File: config.mk
export PLATFORM = sky130hd
export DESIGN_NAME = ide_register_bus_port
export DESIGN_NICKNAME = d
export VERILOG_FILES = /design/src/design/ide_host_pkg.sv /design/src/design/ide_register_bus_port.sv /design/src/design/two_entry_buffer.sv
export SDC_FILE = /design/constraint.sdc
export NUM_CORES = 1
export LEC_CHECK = 0
export BUFFER_PORTS_ARGS = -buffer_cell sky130_fd_sc_hd__buf_2
export CAP_MARGIN = 20
export CELL_PAD_IN_SITES_DETAIL_PLACEMENT = 1
export CELL_PAD_IN_SITES_GLOBAL_PLACEMENT = 1
export CORE_MARGIN = 2
export CORE_UTILIZATION = 49
export DETAILED_ROUTE_END_ITERATION = 8
export GPL_TIMING_DRIVEN = 0
export PLACE_DENSITY_LB_ADDON = 0.15
export SETUP_SLACK_MARGIN = 0.05
export SLEW_MARGIN = 40
export SYNTH_ARGS = -nofsm -noshare
export SYNTH_HDL_FRONTEND = slang
export SYNTH_SLANG_ARGS = --single-unit
export TNS_END_PERCENT = 5
File: constraint.sdc
create_clock -name clock -period 14.3 [get_ports clock]
set_input_delay 0.715 -clock clock [delete_from_list [all_inputs] [get_ports clock]]
set_output_delay 0.715 -clock clock [all_outputs]
set_load 0.02 [all_outputs]
File: src/design/ide_host_pkg.sv
package ide_host_pkg;

  // ----------------------------------------------------------------
  // clock and timing
  // ----------------------------------------------------------------
  localparam int CLK_PERIOD_NS = 25;
  localparam int SYNC_STAGES = 2;
  localparam int NUM_MODES = 5;
  localparam logic [2:0] MAX_MODE = 3'h4;

  // register (8-bit) access timing per mode 0..4, ns
  localparam int REG_CYCLE_NS [0:4] = '{600, 383, 330, 180, 120};
  localparam int REG_STROBE_NS [0:4] = '{290, 290, 290, 80, 70};
  // pio (16-bit data) access timing per mode 0..4, ns
  localparam int PIO_CYCLE_NS [0:4] = '{600, 383, 240, 180, 120};
  localparam int PIO_STROBE_NS [0:4] = '{165, 125, 100, 80, 70};
  // shared figures per mode 0..4, ns
  localparam int SETUP_NS [0:4] = '{70, 50, 30, 30, 25};
  localparam int WR_HOLD_NS [0:4] = '{30, 20, 15, 10, 10};
  localparam int ADDR_HOLD_NS [0:4] = '{20, 15, 10, 10, 10};
  localparam int RECOVERY_NS [0:4] = '{0, 0, 0, 70, 25};

  // ----------------------------------------------------------------
  // register offsets and reset values
  // ----------------------------------------------------------------
  localparam logic [2:0] ADDR_DATA = 3'h0;
  localparam logic [2:0] ADDR_FEATURE = 3'h1;
  localparam logic [2:0] ADDR_COMMAND = 3'h7;
  localparam logic [2:0] ADDR_ALT_STATUS = 3'h6;
  localparam logic [15:0] DATA_RST = 16'h0000;
  localparam logic [7:0] CNT_RST = 8'h00;

  // ----------------------------------------------------------------
  // types
  // ----------------------------------------------------------------
  typedef enum logic [2:0] {
    ST_IDLE = 3'h0,
    ST_SETUP = 3'h1,
    ST_STROBE = 3'h3,
    ST_HOLD = 3'h2,
    ST_RECOVER = 3'h6
  } phase_t;

  typedef struct packed {
    logic write;
    logic ctrlSel;
    logic [2:0] addr;
    logic wide;
    logic [15:0] data;
  } hostReq_t;

  typedef struct packed {
    logic cs1N;
    logic cs2N;
    logic [2:0] addr;
    logic iordN;
    logic iowrN;
    logic [15:0] dataOut;
    logic dataOeLoN;
    logic dataOeHiN;
  } idePins_t;

  localparam idePins_t PINS_IDLE = '{cs1N: 1'b1, cs2N: 1'b1, addr: 3'h0, iordN: 1'b1,
                                     iowrN: 1'b1, dataOut: 16'h0000, dataOeLoN: 1'b1,
                                     dataOeHiN: 1'b1};

  // least time in ns to whole cycles, never below one
  function automatic logic [7:0] ns2cyc(input int ns);
    int c;
    c = (ns + CLK_PERIOD_NS - 1) / CLK_PERIOD_NS;
    if (c < 1) begin
      c = 1;
    end
    return c[7:0];
  endfunction : ns2cyc

endpackage : ide_host_pkg

File: src/design/ide_register_bus_port.sv
// Function
// RULE_01: the device is in its native disk mode from power-up, so the host starts driving at once.
// RULE_02: after power-up data register transfers are full 16-bit words on both lanes.
// RULE_03: byte-wide data transfers are used only after a set-features command enabled them.
// RULE_04: reads of data use both lanes, reads via the second select at 6h use the low lane only.
// RULE_05: writes of data drive both lanes, control writes via the second select drive the low lane.
// RULE_06: task-file addresses 1 to 7 carry a byte on the low lane, the high lane left undriven.
// RULE_07: each register access cycle lasts at least the mode's minimum, 600 ns down to 120 ns.
// RULE_08: each pio data cycle lasts at least 600, 383, 240, 180 or 120 ns for modes 0 to 4.
// RULE_09: byte register strobes last at least 290 ns in modes 0 to 2, 80 ns and 70 ns above.
// RULE_10: 16-bit data strobes last at least 165, 125, 100, 80 or 70 ns for modes 0 to 4.
// RULE_11: the three address lines pick one of eight task-file registers.
// RULE_12: the first select enables the task file, the second only alt status and control.
`timescale 1ns/1ps
module ide_register_bus_port
  import ide_host_pkg::*;
#(
  parameter logic [7:0] CMD_SET_FEATURES = 8'hEF,
  parameter logic [7:0] FEAT_ENABLE_8BIT = 8'h01,
  parameter logic [7:0] FEAT_DISABLE_8BIT = 8'h81
) (
  input wire logic clock,
  input wire logic sys_rst,
  input wire logic [2:0] pioMode,
  input wire logic reqValid,
  output logic reqReady,
  input wire ide_host_pkg::hostReq_t req,
  output logic respValid,
  input wire logic respReady,
  output logic [15:0] respData,
  output logic byteMode,
  output logic busy,
  output ide_host_pkg::idePins_t pins,
  input wire logic [15:0] dataIn
);
  import ide_host_pkg::*;

  phase_t state_r, state_nxt;
  hostReq_t cur_r, cur_nxt;
  idePins_t pins_r, pins_nxt;
  logic [2:0] mode_r, mode_nxt;
  logic [7:0] phaseCnt_r, phaseCnt_nxt;
  logic [7:0] totalCnt_r, totalCnt_nxt;
  logic [7:0] feature_r, feature_nxt;
  logic byteMode_r, byteMode_nxt;
  logic reqReady_r, reqReady_nxt;
  logic busy_r, busy_nxt;
  logic [15:0] sync1_r, sync2_r;
  logic [7:0] setupCyc, strobeCyc, holdCyc, recovCyc, cycleCyc;
  logic dataWide;
  logic pushValid;
  logic pushReady;
  logic [15:0] pushData;

  // ----------------------------------------------------------------
  // read data synchroniser
  // ----------------------------------------------------------------
  // data pins come from outside the clock domain
  always_ff @(posedge clock) begin
    if (sys_rst) begin
      sync1_r <= DATA_RST;
      sync2_r <= DATA_RST;
    end else begin
      sync1_r <= dataIn;
      sync2_r <= sync1_r;
    end
  end

  // ----------------------------------------------------------------
  // per-access timing from the current mode
  // ----------------------------------------------------------------
  // wide data register accesses take the pio figures
  assign dataWide = !cur_r.ctrlSel && (cur_r.addr == ADDR_DATA) && cur_r.wide;

  always_comb begin
    holdCyc = ns2cyc(WR_HOLD_NS[mode_r]);
    if (ns2cyc(ADDR_HOLD_NS[mode_r]) > holdCyc) begin
      holdCyc = ns2cyc(ADDR_HOLD_NS[mode_r]);
    end
    setupCyc = ns2cyc(SETUP_NS[mode_r]);
    recovCyc = ns2cyc(RECOVERY_NS[mode_r]);
    if (dataWide) begin
      strobeCyc = ns2cyc(PIO_STROBE_NS[mode_r]); // RULE_10
      cycleCyc = ns2cyc(PIO_CYCLE_NS[mode_r]); // RULE_08
    end else begin
      strobeCyc = ns2cyc(REG_STROBE_NS[mode_r]); // RULE_09
      cycleCyc = ns2cyc(REG_CYCLE_NS[mode_r]); // RULE_07
    end
    // reads stretch strobe and cycle by the synchroniser delay
    if (!cur_r.write) begin
      strobeCyc = strobeCyc + 8'(SYNC_STAGES);
      cycleCyc = cycleCyc + 8'(SYNC_STAGES);
    end
  end

  // ----------------------------------------------------------------
  // access sequencer
  // ----------------------------------------------------------------
  // next state, counters, mode flag and pin values
  always_comb begin
    state_nxt = state_r;
    cur_nxt = cur_r;
    mode_nxt = mode_r;
    phaseCnt_nxt = phaseCnt_r;
    totalCnt_nxt = totalCnt_r;
    feature_nxt = feature_r;
    byteMode_nxt = byteMode_r;
    pushValid = 1'b0;
    pushData = 16'h0000;
    pins_nxt = PINS_IDLE;
    case (state_r)
      ST_IDLE: begin
        if (reqValid && reqReady_r) begin
          cur_nxt = req;
          // data register stays word wide until byte mode is on
          if (!req.ctrlSel && req.addr == ADDR_DATA && !byteMode_r) begin
            cur_nxt.wide = 1'b1; // RULE_02 RULE_03
          end
          if (req.ctrlSel || req.addr != ADDR_DATA) begin
            cur_nxt.wide = 1'b0; // RULE_06
          end
          mode_nxt = (pioMode > MAX_MODE) ? MAX_MODE : pioMode;
          phaseCnt_nxt = CNT_RST;
          totalCnt_nxt = CNT_RST;
          state_nxt = ST_SETUP; // RULE_01
        end
      end
      ST_SETUP: begin
        phaseCnt_nxt = phaseCnt_r + 8'h01;
        totalCnt_nxt = totalCnt_r + 8'h01;
        if (phaseCnt_nxt >= setupCyc) begin
          phaseCnt_nxt = CNT_RST;
          state_nxt = ST_STROBE;
        end
      end
      ST_STROBE: begin
        phaseCnt_nxt = phaseCnt_r + 8'h01;
        totalCnt_nxt = totalCnt_r + 8'h01;
        if (phaseCnt_nxt >= strobeCyc) begin
          phaseCnt_nxt = CNT_RST;
          state_nxt = ST_HOLD;
          if (!cur_r.write) begin
            pushValid = 1'b1;
            pushData = {cur_r.wide ? sync2_r[15:8] : 8'h00, sync2_r[7:0]}; // RULE_04
          end else if (!cur_r.ctrlSel && cur_r.addr == ADDR_FEATURE) begin
            feature_nxt = cur_r.data[7:0];
          end else if (!cur_r.ctrlSel && cur_r.addr == ADDR_COMMAND &&
                       cur_r.data[7:0] == CMD_SET_FEATURES) begin
            // track the device's byte transfer mode
            if (feature_r == FEAT_ENABLE_8BIT) begin
              byteMode_nxt = 1'b1; // RULE_03
            end else if (feature_r == FEAT_DISABLE_8BIT) begin
              byteMode_nxt = 1'b0; // RULE_03
            end
          end
        end
      end
      ST_HOLD: begin
        phaseCnt_nxt = phaseCnt_r + 8'h01;
        totalCnt_nxt = totalCnt_r + 8'h01;
        if (phaseCnt_nxt >= holdCyc) begin
          phaseCnt_nxt = CNT_RST;
          state_nxt = ST_RECOVER;
        end
      end
      ST_RECOVER: begin
        phaseCnt_nxt = phaseCnt_r + 8'h01;
        totalCnt_nxt = totalCnt_r + 8'h01;
        // full cycle time and strobe recovery both met
        if (totalCnt_nxt >= cycleCyc && phaseCnt_nxt >= recovCyc) begin // RULE_07 RULE_08
          state_nxt = ST_IDLE;
        end
      end
      default: begin
        state_nxt = ST_IDLE;
      end
    endcase
    // pins follow the next phase; recovery drops the selects
    if (state_nxt != ST_IDLE && state_nxt != ST_RECOVER) begin
      pins_nxt.cs1N = cur_nxt.ctrlSel; // RULE_12
      pins_nxt.cs2N = !cur_nxt.ctrlSel; // RULE_12
      pins_nxt.addr = cur_nxt.addr; // RULE_11
      pins_nxt.iordN = !(state_nxt == ST_STROBE && !cur_nxt.write);
      pins_nxt.iowrN = !(state_nxt == ST_STROBE && cur_nxt.write);
      if (cur_nxt.write) begin
        pins_nxt.dataOut = cur_nxt.wide ? cur_nxt.data : {8'h00, cur_nxt.data[7:0]};
        pins_nxt.dataOeLoN = 1'b0; // RULE_05
        pins_nxt.dataOeHiN = !cur_nxt.wide; // RULE_05 RULE_06
      end
    end
  end

  // new requests only while idle and read space is free
  assign reqReady_nxt = (state_nxt == ST_IDLE) && pushReady;
  assign busy_nxt = (state_nxt != ST_IDLE);

  // sequencer registers
  always_ff @(posedge clock) begin
    if (sys_rst) begin
      state_r <= ST_IDLE;
      cur_r <= '0;
      pins_r <= PINS_IDLE;
      mode_r <= 3'h0;
      phaseCnt_r <= CNT_RST;
      totalCnt_r <= CNT_RST;
      feature_r <= 8'h00;
      byteMode_r <= 1'b0; // RULE_02
      reqReady_r <= 1'b0;
      busy_r <= 1'b0;
    end else begin
      state_r <= state_nxt;
      cur_r <= cur_nxt;
      pins_r <= pins_nxt;
      mode_r <= mode_nxt;
      phaseCnt_r <= phaseCnt_nxt;
      totalCnt_r <= totalCnt_nxt;
      feature_r <= feature_nxt;
      byteMode_r <= byteMode_nxt;
      reqReady_r <= reqReady_nxt;
      busy_r <= busy_nxt;
    end
  end

  // ----------------------------------------------------------------
  // read data buffer and outputs
  // ----------------------------------------------------------------
  two_entry_buffer #(
    .WIDTH(16)
  ) u_rdbuf (
    .clock(clock),
    .sys_rst(sys_rst),
    .inValid(pushValid),
    .inReady(pushReady),
    .inData(pushData),
    .outValid(respValid),
    .outReady(respReady),
    .outData(respData)
  );

  assign pins = pins_r;
  assign reqReady = reqReady_r;
  assign byteMode = byteMode_r;
  assign busy = busy_r;

endmodule : ide_register_bus_port

File: src/design/two_entry_buffer.sv
`timescale 1ns/1ps
module two_entry_buffer #(
  parameter int WIDTH = 16
) (
  input wire logic clock,
  input wire logic sys_rst,
  input wire logic inValid,
  output logic inReady,
  input wire logic [WIDTH-1:0] inData,
  output logic outValid,
  input wire logic outReady,
  output logic [WIDTH-1:0] outData
);

  logic outValid_r, outValid_nxt;
  logic spareValid_r, spareValid_nxt;
  logic [WIDTH-1:0] out_r, out_nxt;
  logic [WIDTH-1:0] spare_r, spare_nxt;
  logic push;
  logic pop;

  // ----------------------------------------------------------------
  // head slot plus spare slot
  // ----------------------------------------------------------------
  assign inReady = !spareValid_r;
  assign outValid = outValid_r;
  assign outData = out_r;
  assign push = inValid && !spareValid_r;
  assign pop = outValid_r && outReady;

  // next contents of the two slots
  always_comb begin
    outValid_nxt = outValid_r;
    spareValid_nxt = spareValid_r;
    out_nxt = out_r;
    spare_nxt = spare_r;
    if (!outValid_r || pop) begin
      if (spareValid_r) begin
        out_nxt = spare_r;
        outValid_nxt = 1'b1;
        spareValid_nxt = push;
        if (push) begin
          spare_nxt = inData;
        end
      end else begin
        outValid_nxt = push;
        if (push) begin
          out_nxt = inData;
        end
      end
    end else if (push) begin
      spare_nxt = inData;
      spareValid_nxt = 1'b1;
    end
  end

  // slot registers
  always_ff @(posedge clock) begin
    if (sys_rst) begin
      outValid_r <= 1'b0;
      spareValid_r <= 1'b0;
      out_r <= '0;
      spare_r <= '0;
    end else begin
      outValid_r <= outValid_nxt;
      spareValid_r <= spareValid_nxt;
      out_r <= out_nxt;
      spare_r <= spare_nxt;
    end
  end

endmodule : two_entry_buffer

; Word-level counts from Yosys, hierarchy flattened
; Memories as Yosys holds them, arrays and structs flattened.
; Index checks and enable logic that the tools add are counted.
[totals]
romBits = 2048
output_inout_bits = 45
register_bits = 146
mem_count = 8
word_cells = 211
[classes]
eq_ne = 13
n_addsub = 20
reduce_logical = 48
n_div = 8
order_cmp = 16
bitwise_logic = 5
muxes = 65
[memory_table]
columns = name, depth, word_bits, rd, rd_ports_with_merged_regs, wr, line_no
row1 = (no name shown), 8, 32, 1, 0, 0, ide_register_bus_port.sv:87  ; cycleCyc = ns2cyc(REG_CYCLE_NS[mode_r]);
row2 = (no name shown), 8, 32, 1, 0, 0, ide_register_bus_port.sv:86  ; strobeCyc = ns2cyc(REG_STROBE_NS[mode_r]);
row3 = (no name shown), 8, 32, 1, 0, 0, ide_register_bus_port.sv:84  ; cycleCyc = ns2cyc(PIO_CYCLE_NS[mode_r]);
row4 = (no name shown), 8, 32, 1, 0, 0, ide_register_bus_port.sv:83  ; strobeCyc = ns2cyc(PIO_STROBE_NS[mode_r]);
row5 = (no name shown), 8, 32, 1, 0, 0, ide_register_bus_port.sv:81  ; recovCyc = ns2cyc(RECOVERY_NS[mode_r]);
row6 = (no name shown), 8, 32, 1, 0, 0, ide_register_bus_port.sv:80  ; setupCyc = ns2cyc(SETUP_NS[mode_r]);
row7 = +2 memories, n/a, n/a, n/a, n/a, n/a, n/a
[ops]
columns = cell, count
row1 = $mux W32, 16
row2 = $add A32 B6 Y32 const B, 8
row3 = $div A32 B6 Y32 const B, 8
row4 = $lt A32 B2 Y1 const B, 8
row5 = $sub A32 B2 Y32 const B, 8
row6 = $mux W8, 18
row7 = $mux W16, 8
row8 = $mux W22, 2
row9 = $ge A8 B8 Y1, 5
row10 = $pmux W8 S5, 1
row11 = $mux W3, 6
row12 = $add A8 B1 Y8 const B, 2
row13 = $add A8 B2 Y8 const B, 2
row14 = $eq A8 B8 Y1 const B, 2
row15 = $pmux W8 S2, 1
row16 = $logic_and A1 B1 Y1, 15
row17 = $pmux W3 S5, 1
row18 = $logic_not A3 Y1, 4
row19 = $mux W1, 11
row20 = $logic_not A1 Y1, 10
row21 = $eq A3 B2 Y1 const B, 3
row22 = $eq A8 B1 Y1 const B, 1
row23 = $gt A8 B8 Y1, 1
row24 = $reduce_and A2 Y1, 4
row25 = 19 further kinds, 30

; Longest topological paths before layout
[depth]
ltp_word = 20
mapped_depth = 41
mapped_depth_nobuf = 36

; Hierarchy
; From an unflattened synthesis, not the netlist that was laid out.
[hier_totals]
cells_unflattened = 1127
area_unflattened_um2 = 9467.8
[by_module_without_submodules]
columns = module, area_each_um2, instances, seq_area_each_um2, cells_per_inst
row1 = ide_register_bus_port, 8017.7, 1, 2242.2, 972
row2 = two_entry_buffer, 1450.1, 1, 680.7, 155

; Worst setup path before layout
; OpenSTA, ideal clock, no wires.
[synth_path]
path_type = reg-to-reg
from = register mode_r[0]
to = register pins_r, in the netlist pins[24]
arrival_time_ns = 7.659
n_path_buf = 3
path_stages_with_launch = 37
setup_slack_ns = 6.509
required_time_ns = 14.168
path_cell_list = dfxtp_1 > buf_2 > clkbuf_1 > inv_1 > ha_1 > buf_2 > nand2_1 > ha_1 > and3_1 > mux2i_1 > a21oi_1 > ha_1 > nor2_1 > o2111ai_1 > o21ai_1 > o21ai_0 > ha_1 > o311ai_0 > o22ai_1 > o211ai_1 > o41ai_1 > o211ai_1 > o21ai_0 > and3_1 > nor3_1 > ha_1 > mux2i_1 > ha_1 > a21o_1 > a21o_1 > a21o_1 > a21o_1 > a21o_1 > a21oi_1 > o21a_1 > o31ai_1 > or3b_2
[synth_via]
elab_chain_cells = 20
word_cells_on_any_way = 89
classes_between = 18 x add/sub / 8 x div / 14 x order compare / 1 x eq/ne / 34 x mux / 2 x bitwise / 4 x reduce/logical / 8 x memory
[synth_lines]
columns = element, line_no
row1 = "start, declared", ide_register_bus_port.sv:41  ; logic [2:0] mode_r, mode_nxt;
row2 = "start signal, assigned", ide_register_bus_port.sv:214  ; mode_r <= mode_nxt;
row3 = $not A3 Y4 (implied by the code) (*), n/a
row4 = $mem_v2 Z8 W32 (on tied branches), n/a
row5 = $mux W32 (on tied branches) (2 in a row), "ide_register_bus_port.sv:87, ide_register_bus_port.sv:84"
row6 = $add A32 B6 Y32, ide_host_pkg.sv:70  ; c = (ns + CLK_PERIOD_NS - 1) / CLK_PERIOD_NS;
row7 = $sub A32 B2 Y32, ide_host_pkg.sv:70
row8 = $div A32 B6 Y32, ide_host_pkg.sv:70
row9 = $lt A32 B2 Y1, ide_host_pkg.sv:71  ; if (c < 1) begin
row10 = $mux W8, ide_host_pkg.sv:71
row11 = [3 not listed], n/a
row12 = $ge A8 B8 Y1, ide_register_bus_port.sv:170  ; if (totalCnt_nxt >= cycleCyc && phaseCnt_nxt >= recovCyc) begin
row13 = $logic_and A1 B1 Y1, ide_register_bus_port.sv:170
row14 = $mux W3, ide_register_bus_port.sv:170
row15 = $pmux W3 S5 (*), ide_register_bus_port.sv:111  ; case (state_r)
row16 = $ne A3 B3 Y1 / $reduce_bool A3 Y1 (equally long branches), ide_register_bus_port.sv:179  ; if (state_nxt != ST_IDLE && state_nxt != ST_RECOVER) begin
row17 = $logic_and A1 B1 Y1 (*), ide_register_bus_port.sv:179
row18 = $not A1 Y1 (no line) (*), n/a
row19 = $reduce_or A2 Y1 (no line) (*), n/a
row20 = "end signal, assigned", ide_register_bus_port.sv:213  ; pins_r <= pins_nxt;
row21 = "end, declared", ide_register_bus_port.sv:40  ; idePins_t pins_r, pins_nxt;
; Every way passes the cells marked *; elsewhere a longest branch is shown, timed or not. The select of a mux whose other input is x is not followed.
; A chain may end at the register's enable or synchronous reset.

; Worst setup path in the final report
[layout_path]
from = register mode_r[0]
to = register u_rdbuf.spare_r[13]
[layout_via]
elab_chain_cells = 19
word_cells_on_any_way = 29
classes_between = 5 x add/sub / 2 x div / 3 x order compare / 15 x mux / 1 x bitwise / 1 x reduce/logical / 2 x memory
[layout_lines]
columns = element, line_no
row1 = $not A3 Y4 (implied by the code) (*), "ide_register_bus_port.sv:83, ide_register_bus_port.sv:86"
row2 = $mem_v2 Z8 W32 (on tied branches), n/a
row3 = $mux W32 (on tied branches) (2 in a row), "ide_register_bus_port.sv:86, ide_register_bus_port.sv:83"
row4 = $add A32 B6 Y32, ide_host_pkg.sv:70
row5 = $sub A32 B2 Y32, ide_host_pkg.sv:70
row6 = $div A32 B6 Y32, ide_host_pkg.sv:70
row7 = $lt A32 B2 Y1, ide_host_pkg.sv:71
row8 = $mux W8, ide_host_pkg.sv:71
row9 = [2 not listed], n/a
row10 = $mux W8 (*), ide_register_bus_port.sv:90  ; if (!cur_r.write) begin
row11 = $ge A8 B8 Y1 (*), ide_register_bus_port.sv:139  ; if (phaseCnt_nxt >= strobeCyc) begin
row12 = $mux W1, ide_register_bus_port.sv:139
row13 = $mux W1, ide_register_bus_port.sv:111
row14 = $logic_and A1 B1 Y1, two_entry_buffer.sv:28  ; assign push = inValid && !spareValid_r;
row15 = $mux W16 (*), "two_entry_buffer.sv:42, two_entry_buffer.sv:51"
row16 = $mux W16, two_entry_buffer.sv:38  ; if (spareValid_r) begin
row17 = $mux W16 (*), two_entry_buffer.sv:37  ; if (!outValid_r || pop) begin
row18 = "end signal, assigned", two_entry_buffer.sv:68  ; spare_r <= spare_nxt;
row19 = "end, declared", two_entry_buffer.sv:18  ; logic [WIDTH-1:0] spare_r, spare_nxt;
; Marked as above.

==> flow_results.xml <==
<?xml version="1.0" encoding="UTF-8"?>
<metrics>
  <group name="yosys">
    <metric name="yosys.area_share.adder" unit="%">8.77</metric>
    <metric name="seq_area_frac_synth" unit="%">31.5</metric>
    <metric name="ys_seq_elements" unit="">146</metric>
    <metric name="synth_compound_area_share" unit="%">20.9</metric>
    <metric name="post_synth_and_or_nand_nor_area_fraction" unit="%">27.5</metric>
    <metric name="synth.distinct_cells" unit="">82</metric>
    <metric name="ys_warn_count" unit="">0</metric>
    <metric name="postSynthCellCount" unit="">1155</metric>
    <metric name="synth_top_family_by_area" unit="">simple AND/OR/NAND/NOR gates</metric>
    <metric name="synth-xor-area-share" unit="%">3.20</metric>
    <metric name="synth_flop_cell" unit="">sky130_fd_sc_hd__dfxtp_1</metric>
    <metric name="syn-cell-area" unit="um^2">9270</metric>
    <metric name="asyncSetResetFlopFracSynth" unit="%">0</metric>
    <metric name="syn_area_per_cell" unit="um^2">8.03</metric>
    <metric name="synth.mux.area_fraction" unit="%">3.72</metric>
    <metric name="synth_edf_count" unit="">0</metric>
  </group>
  <group name="worst_setup_path">
    <metric name="crit_path_start_kind" unit="">register</metric>
    <metric name="crit_path_max_fanout" unit="">11</metric>
    <metric name="rr_endpoint" unit="">u_rdbuf.spare_r[13]</metric>
    <metric name="timing.rr.start" unit="">mode_r[0]</metric>
    <metric name="critical-path-top-cell-by-count" unit="">sky130_fd_sc_hd__ha_1</metric>
    <metric name="worst_setup_ep" unit="">u_rdbuf.spare_r[13]</metric>
    <metric name="r2r.worst_path.cells" unit="">40</metric>
    <metric name="startpoint" unit="">mode_r[0]</metric>
    <metric name="worst-r2r-setup-slack" unit="ns">4.04</metric>
    <metric name="critPathCaptureType" unit="">register</metric>
    <metric name="critical_path_arrival" unit="ns">10.59</metric>
    <metric name="endpoint_required_time_on_the_critical_path" unit="ns">14.63</metric>
    <metric name="cpPeakStageDelay" unit="ns">0.55</metric>
    <metric name="crit_type" unit="">register to register</metric>
    <metric name="critical-path-slowest-cell" unit="">sky130_fd_sc_hd__a311oi_1</metric>
  </group>
  <group name="sta">
    <metric name="worst_slack" unit="ns">4.04</metric>
    <metric name="timing.setup.tns" unit="ns">0</metric>
    <metric name="max_clock_freq" unit="MHz">97.5</metric>
    <metric name="finClkSkew" unit="ns">0.0167</metric>
    <metric name="timing_max_transition_violations_final" unit="">0</metric>
    <metric name="report.final.hold_viol_count" unit="">0</metric>
    <metric name="share_of_the_clock_period_used_by_the_worst_path_after_layout" unit="%">71.7</metric>
    <metric name="slew-limit-headroom" unit="%">45.8</metric>
    <metric name="period_minus_slack" unit="ns">10.26</metric>
    <metric name="final.hold.worst_slack" unit="ns">0.454</metric>
    <metric name="tightest_slew" unit="ns">0.807</metric>
    <metric name="setup_viol" unit="">0</metric>
    <metric name="grt_setup_unrepaired" unit="">no</metric>
  </group>
  <group name="cells_and_area">
    <metric name="multi_input_comb_area" unit="um^2">5960</metric>
    <metric name="layout.area.seq" unit="um^2">2920</metric>
    <metric name="fillerInstances" unit="">2328</metric>
    <metric name="layout.nets" unit="">1373</metric>
    <metric name="insertedDiodeCount" unit="">0</metric>
    <metric name="non_filler_cells_final" unit="">1510</metric>
    <metric name="drive_above_1_share" unit="%">12.7</metric>
    <metric name="fin_util" unit="%">56.7</metric>
    <metric name="areaGrowthSynthToFinish" unit="%">14.0</metric>
    <metric name="most_common_library_cell_in_the_layout_ignoring_fill_and_taps" unit="">sky130_fd_sc_hd__dfxtp_1</metric>
    <metric name="mostFrequentLayoutCells" unit="">sky130_fd_sc_hd__dfxtp_1 (146), sky130_fd_sc_hd__nor2_1 (122), sky130_fd_sc_hd__nand2_1 (98), sky130_fd_sc_hd__buf_2 (94), sky130_fd_sc_hd__a21oi_1 (82)</metric>
    <metric name="final_design_area_no_fill" unit="um^2">10600</metric>
  </group>
  <group name="drt">
    <metric name="ant_nets" unit="">0</metric>
    <metric name="post_drt_via_cell_ratio" unit="">6.11</metric>
    <metric name="routed-via-count" unit="">9229</metric>
    <metric name="drcViolationCount" unit="">0</metric>
    <metric name="initialDrtViolationCount" unit="">447</metric>
    <metric name="routed_wl" unit="mm">31.7</metric>
    <metric name="routed_wire_length_per_instance" unit="um">21.0</metric>
    <metric name="detail_route.first_pass.iterations" unit="">5</metric>
  </group>
  <group name="grt">
    <metric name="grt_max_degree" unit="">17</metric>
    <metric name="gr-total-overflow" unit="">0</metric>
    <metric name="number_of_antenna_violations_at_the_first_check_in_global_routing" unit="">0</metric>
    <metric name="first_pass_grt_wire_length" unit="mm">50.5</metric>
    <metric name="grt_pass1_vias" unit="">9645</metric>
    <metric name="globalRouteTotalUtil" unit="%">31.5</metric>
  </group>
  <group name="placed_design">
    <metric name="pre_cts_ws" unit="ns">4.26</metric>
    <metric name="gp_congestion" unit="">0.878</metric>
    <metric name="dp.cells" unit="">1478</metric>
    <metric name="post_detail_place_hpwl" unit="mm">22.0</metric>
    <metric name="buffer_ports.inserted" unit="">88</metric>
    <metric name="place_area" unit="um^2">10000</metric>
  </group>
  <group name="pwr">
    <metric name="comb_power_share" unit="%">47.2</metric>
    <metric name="clk_network_pwr_share" unit="%">25.6</metric>
    <metric name="power" unit="mW">1.67</metric>
    <metric name="netSwitchingFraction" unit="%">42.3</metric>
    <metric name="p_int" unit="mW">0.963</metric>
    <metric name="static_leakage" unit="nW">4.29</metric>
    <metric name="power_density" unit="nW/um^2">158</metric>
    <metric name="switching_power" unit="mW">0.707</metric>
    <metric name="vdd_ir_drop_max" unit="V">0.000107</metric>
    <metric name="share_seq_of_total_power" unit="%">27.2</metric>
  </group>
  <group name="clock_network">
    <metric name="hold_buffers" unit="">0</metric>
    <metric name="postCtsResizedCells" unit="">0</metric>
    <metric name="clkLatencyLatePin" unit="ns">0.43</metric>
    <metric name="clk_path_buf_depth" unit="">2</metric>
    <metric name="clock-sinks" unit="">146</metric>
    <metric name="cts_buffers" unit="">17</metric>
    <metric name="clockRootBuffer" unit="">sky130_fd_sc_hd__clkbuf_16</metric>
    <metric name="htreeDepth" unit="">4</metric>
    <metric name="clkSlewWorstSetupHoldPaths" unit="ns">0.06</metric>
    <metric name="tritoncts_clock_tree" unit="">done</metric>
    <metric name="postCtsSetupBuffers" unit="">0</metric>
  </group>
  <group name="floorplanning">
    <metric name="fp.coreArea" unit="um^2">18600</metric>
    <metric name="die-height" unit="um">142</metric>
    <metric name="design.die.area" unit="um^2">20000</metric>
    <metric name="row_count" unit="">50</metric>
    <metric name="horizontal_die_dimension" unit="um">142</metric>
    <metric name="initial_core_utilization" unit="%">49.7</metric>
    <metric name="floorplan.io_pins" unit="">90</metric>
  </group>
  <group name="job">
    <metric name="maxCapViolations" unit="">0</metric>
  </group>
  <group name="min_path">
    <metric name="min_path_type" unit="">register to register</metric>
    <metric name="holdCritStartpoint" unit="">sync1_r[9]</metric>
  </group>
  <group name="outcome">
    <metric name="result_of_the_run" unit="">completed</metric>
  </group>
</metrics>
==> worst max-delay path, delay by kind of cell (launching register included) <==
family,cells,cell delay (ns)
buffers and inverters,10,2.76
AO/OA/AOI/OAI,12,2.76
AND/OR/NAND/NOR,11,2.45
adder cells (fa/ha/maj),6,1.63
flip-flops,1,0.39
XOR/XNOR,1,0.18
==> per-layer routing <==
metal | GRT usage (%) | up-vias | routed length [um]
met3 | 5.37 | 84 | 1390
met4 | 12.2 | 0 | 1020
met2 | 57.2 | 268 | 15900
met5 | 0 | - | 0
li1 | - | 4365 | -
met1 | 37.1 | 4512 | 13400
==> cell usage after synthesis (30+ instances only) <==
cell | count | area, um^2
sky130_fd_sc_hd__nor2b_1 | 46 | 288
sky130_fd_sc_hd__nand2b_1 | 35 | 219
sky130_fd_sc_hd__nor2_1 | 122 | 458
sky130_fd_sc_hd__dfxtp_1 | 146 | 2920
sky130_fd_sc_hd__a21oi_1 | 82 | 410
sky130_fd_sc_hd__clkbuf_1 | 52 | 195
sky130_fd_sc_hd__o21ai_0 | 37 | 185
sky130_fd_sc_hd__nand3_1 | 43 | 215
sky130_fd_sc_hd__ha_1 | 65 | 813
sky130_fd_sc_hd__inv_1 | 39 | 146
sky130_fd_sc_hd__mux2i_1 | 30 | 300
sky130_fd_sc_hd__nand2_1 | 98 | 368
==> sequential cells by signal, indices dropped and copies added (netlist names), 3 cells and up <==
| name | count |
|---|---|
| cur_r | 22 |
| feature_r | 8 |
| mode_r | 3 |
| phaseCnt_r | 8 |
| pins | 25 |
| state_r | 3 |
| sync1_r | 16 |
| sync2_r | 16 |
| totalCnt_r | 8 |
| u_rdbuf.outData | 16 |
| u_rdbuf.spare_r | 16 |
==> logic make-up (layout without fill, tap and decap cells) <==
kind of cell / count (synthesis) / after routing
xor+xnor: 33 / 33
buf+inv: 103 / 223
compound gates: 285 / 285
fa+ha+maj: 65 / 65
other cells: 1 / 2
mux: 34 / 34
simple gates: 488 / 488
flops: 146 / 146
==> power groups by stage <==
stage	sequential [mW]	combinational, mW	clock, mW
after CTS	0.454	0.783	0.432
after global routing	0.456	0.882	0.448
after floorplan	0.460	0.569	0
after global placement	0.459	0.730	0
final	0.454	0.788	0.428
after detailed placement	0.461	0.768	0
==> how the worst min path moves through the flow <==
stage	end	slack [ns]	cells after the start
6_report	sync2_r[9]	0.45	1
4_1_cts	sync2_r[9]	0.46	1
5_1_grt	sync2_r[4]	0.46	1
2_1_floorplan	sync2_r[0]	0.41	1
3_3_place_gp	sync2_r[12]	0.42	1
3_5_place_dp	sync2_r[15]	0.43	1
==> layout make-up <==
class,count,area share (%)
inverters,40,1.42
clock inverters,14,1.10
clock buffers,18,4.15
flip-flops and latches,146,27.6
multi-input cells,907,56.4
repair buffers,88,4.17
well taps,234,2.77
plain buffers,63,2.38
Note: power is estimated with default switching activity, not from simulation.
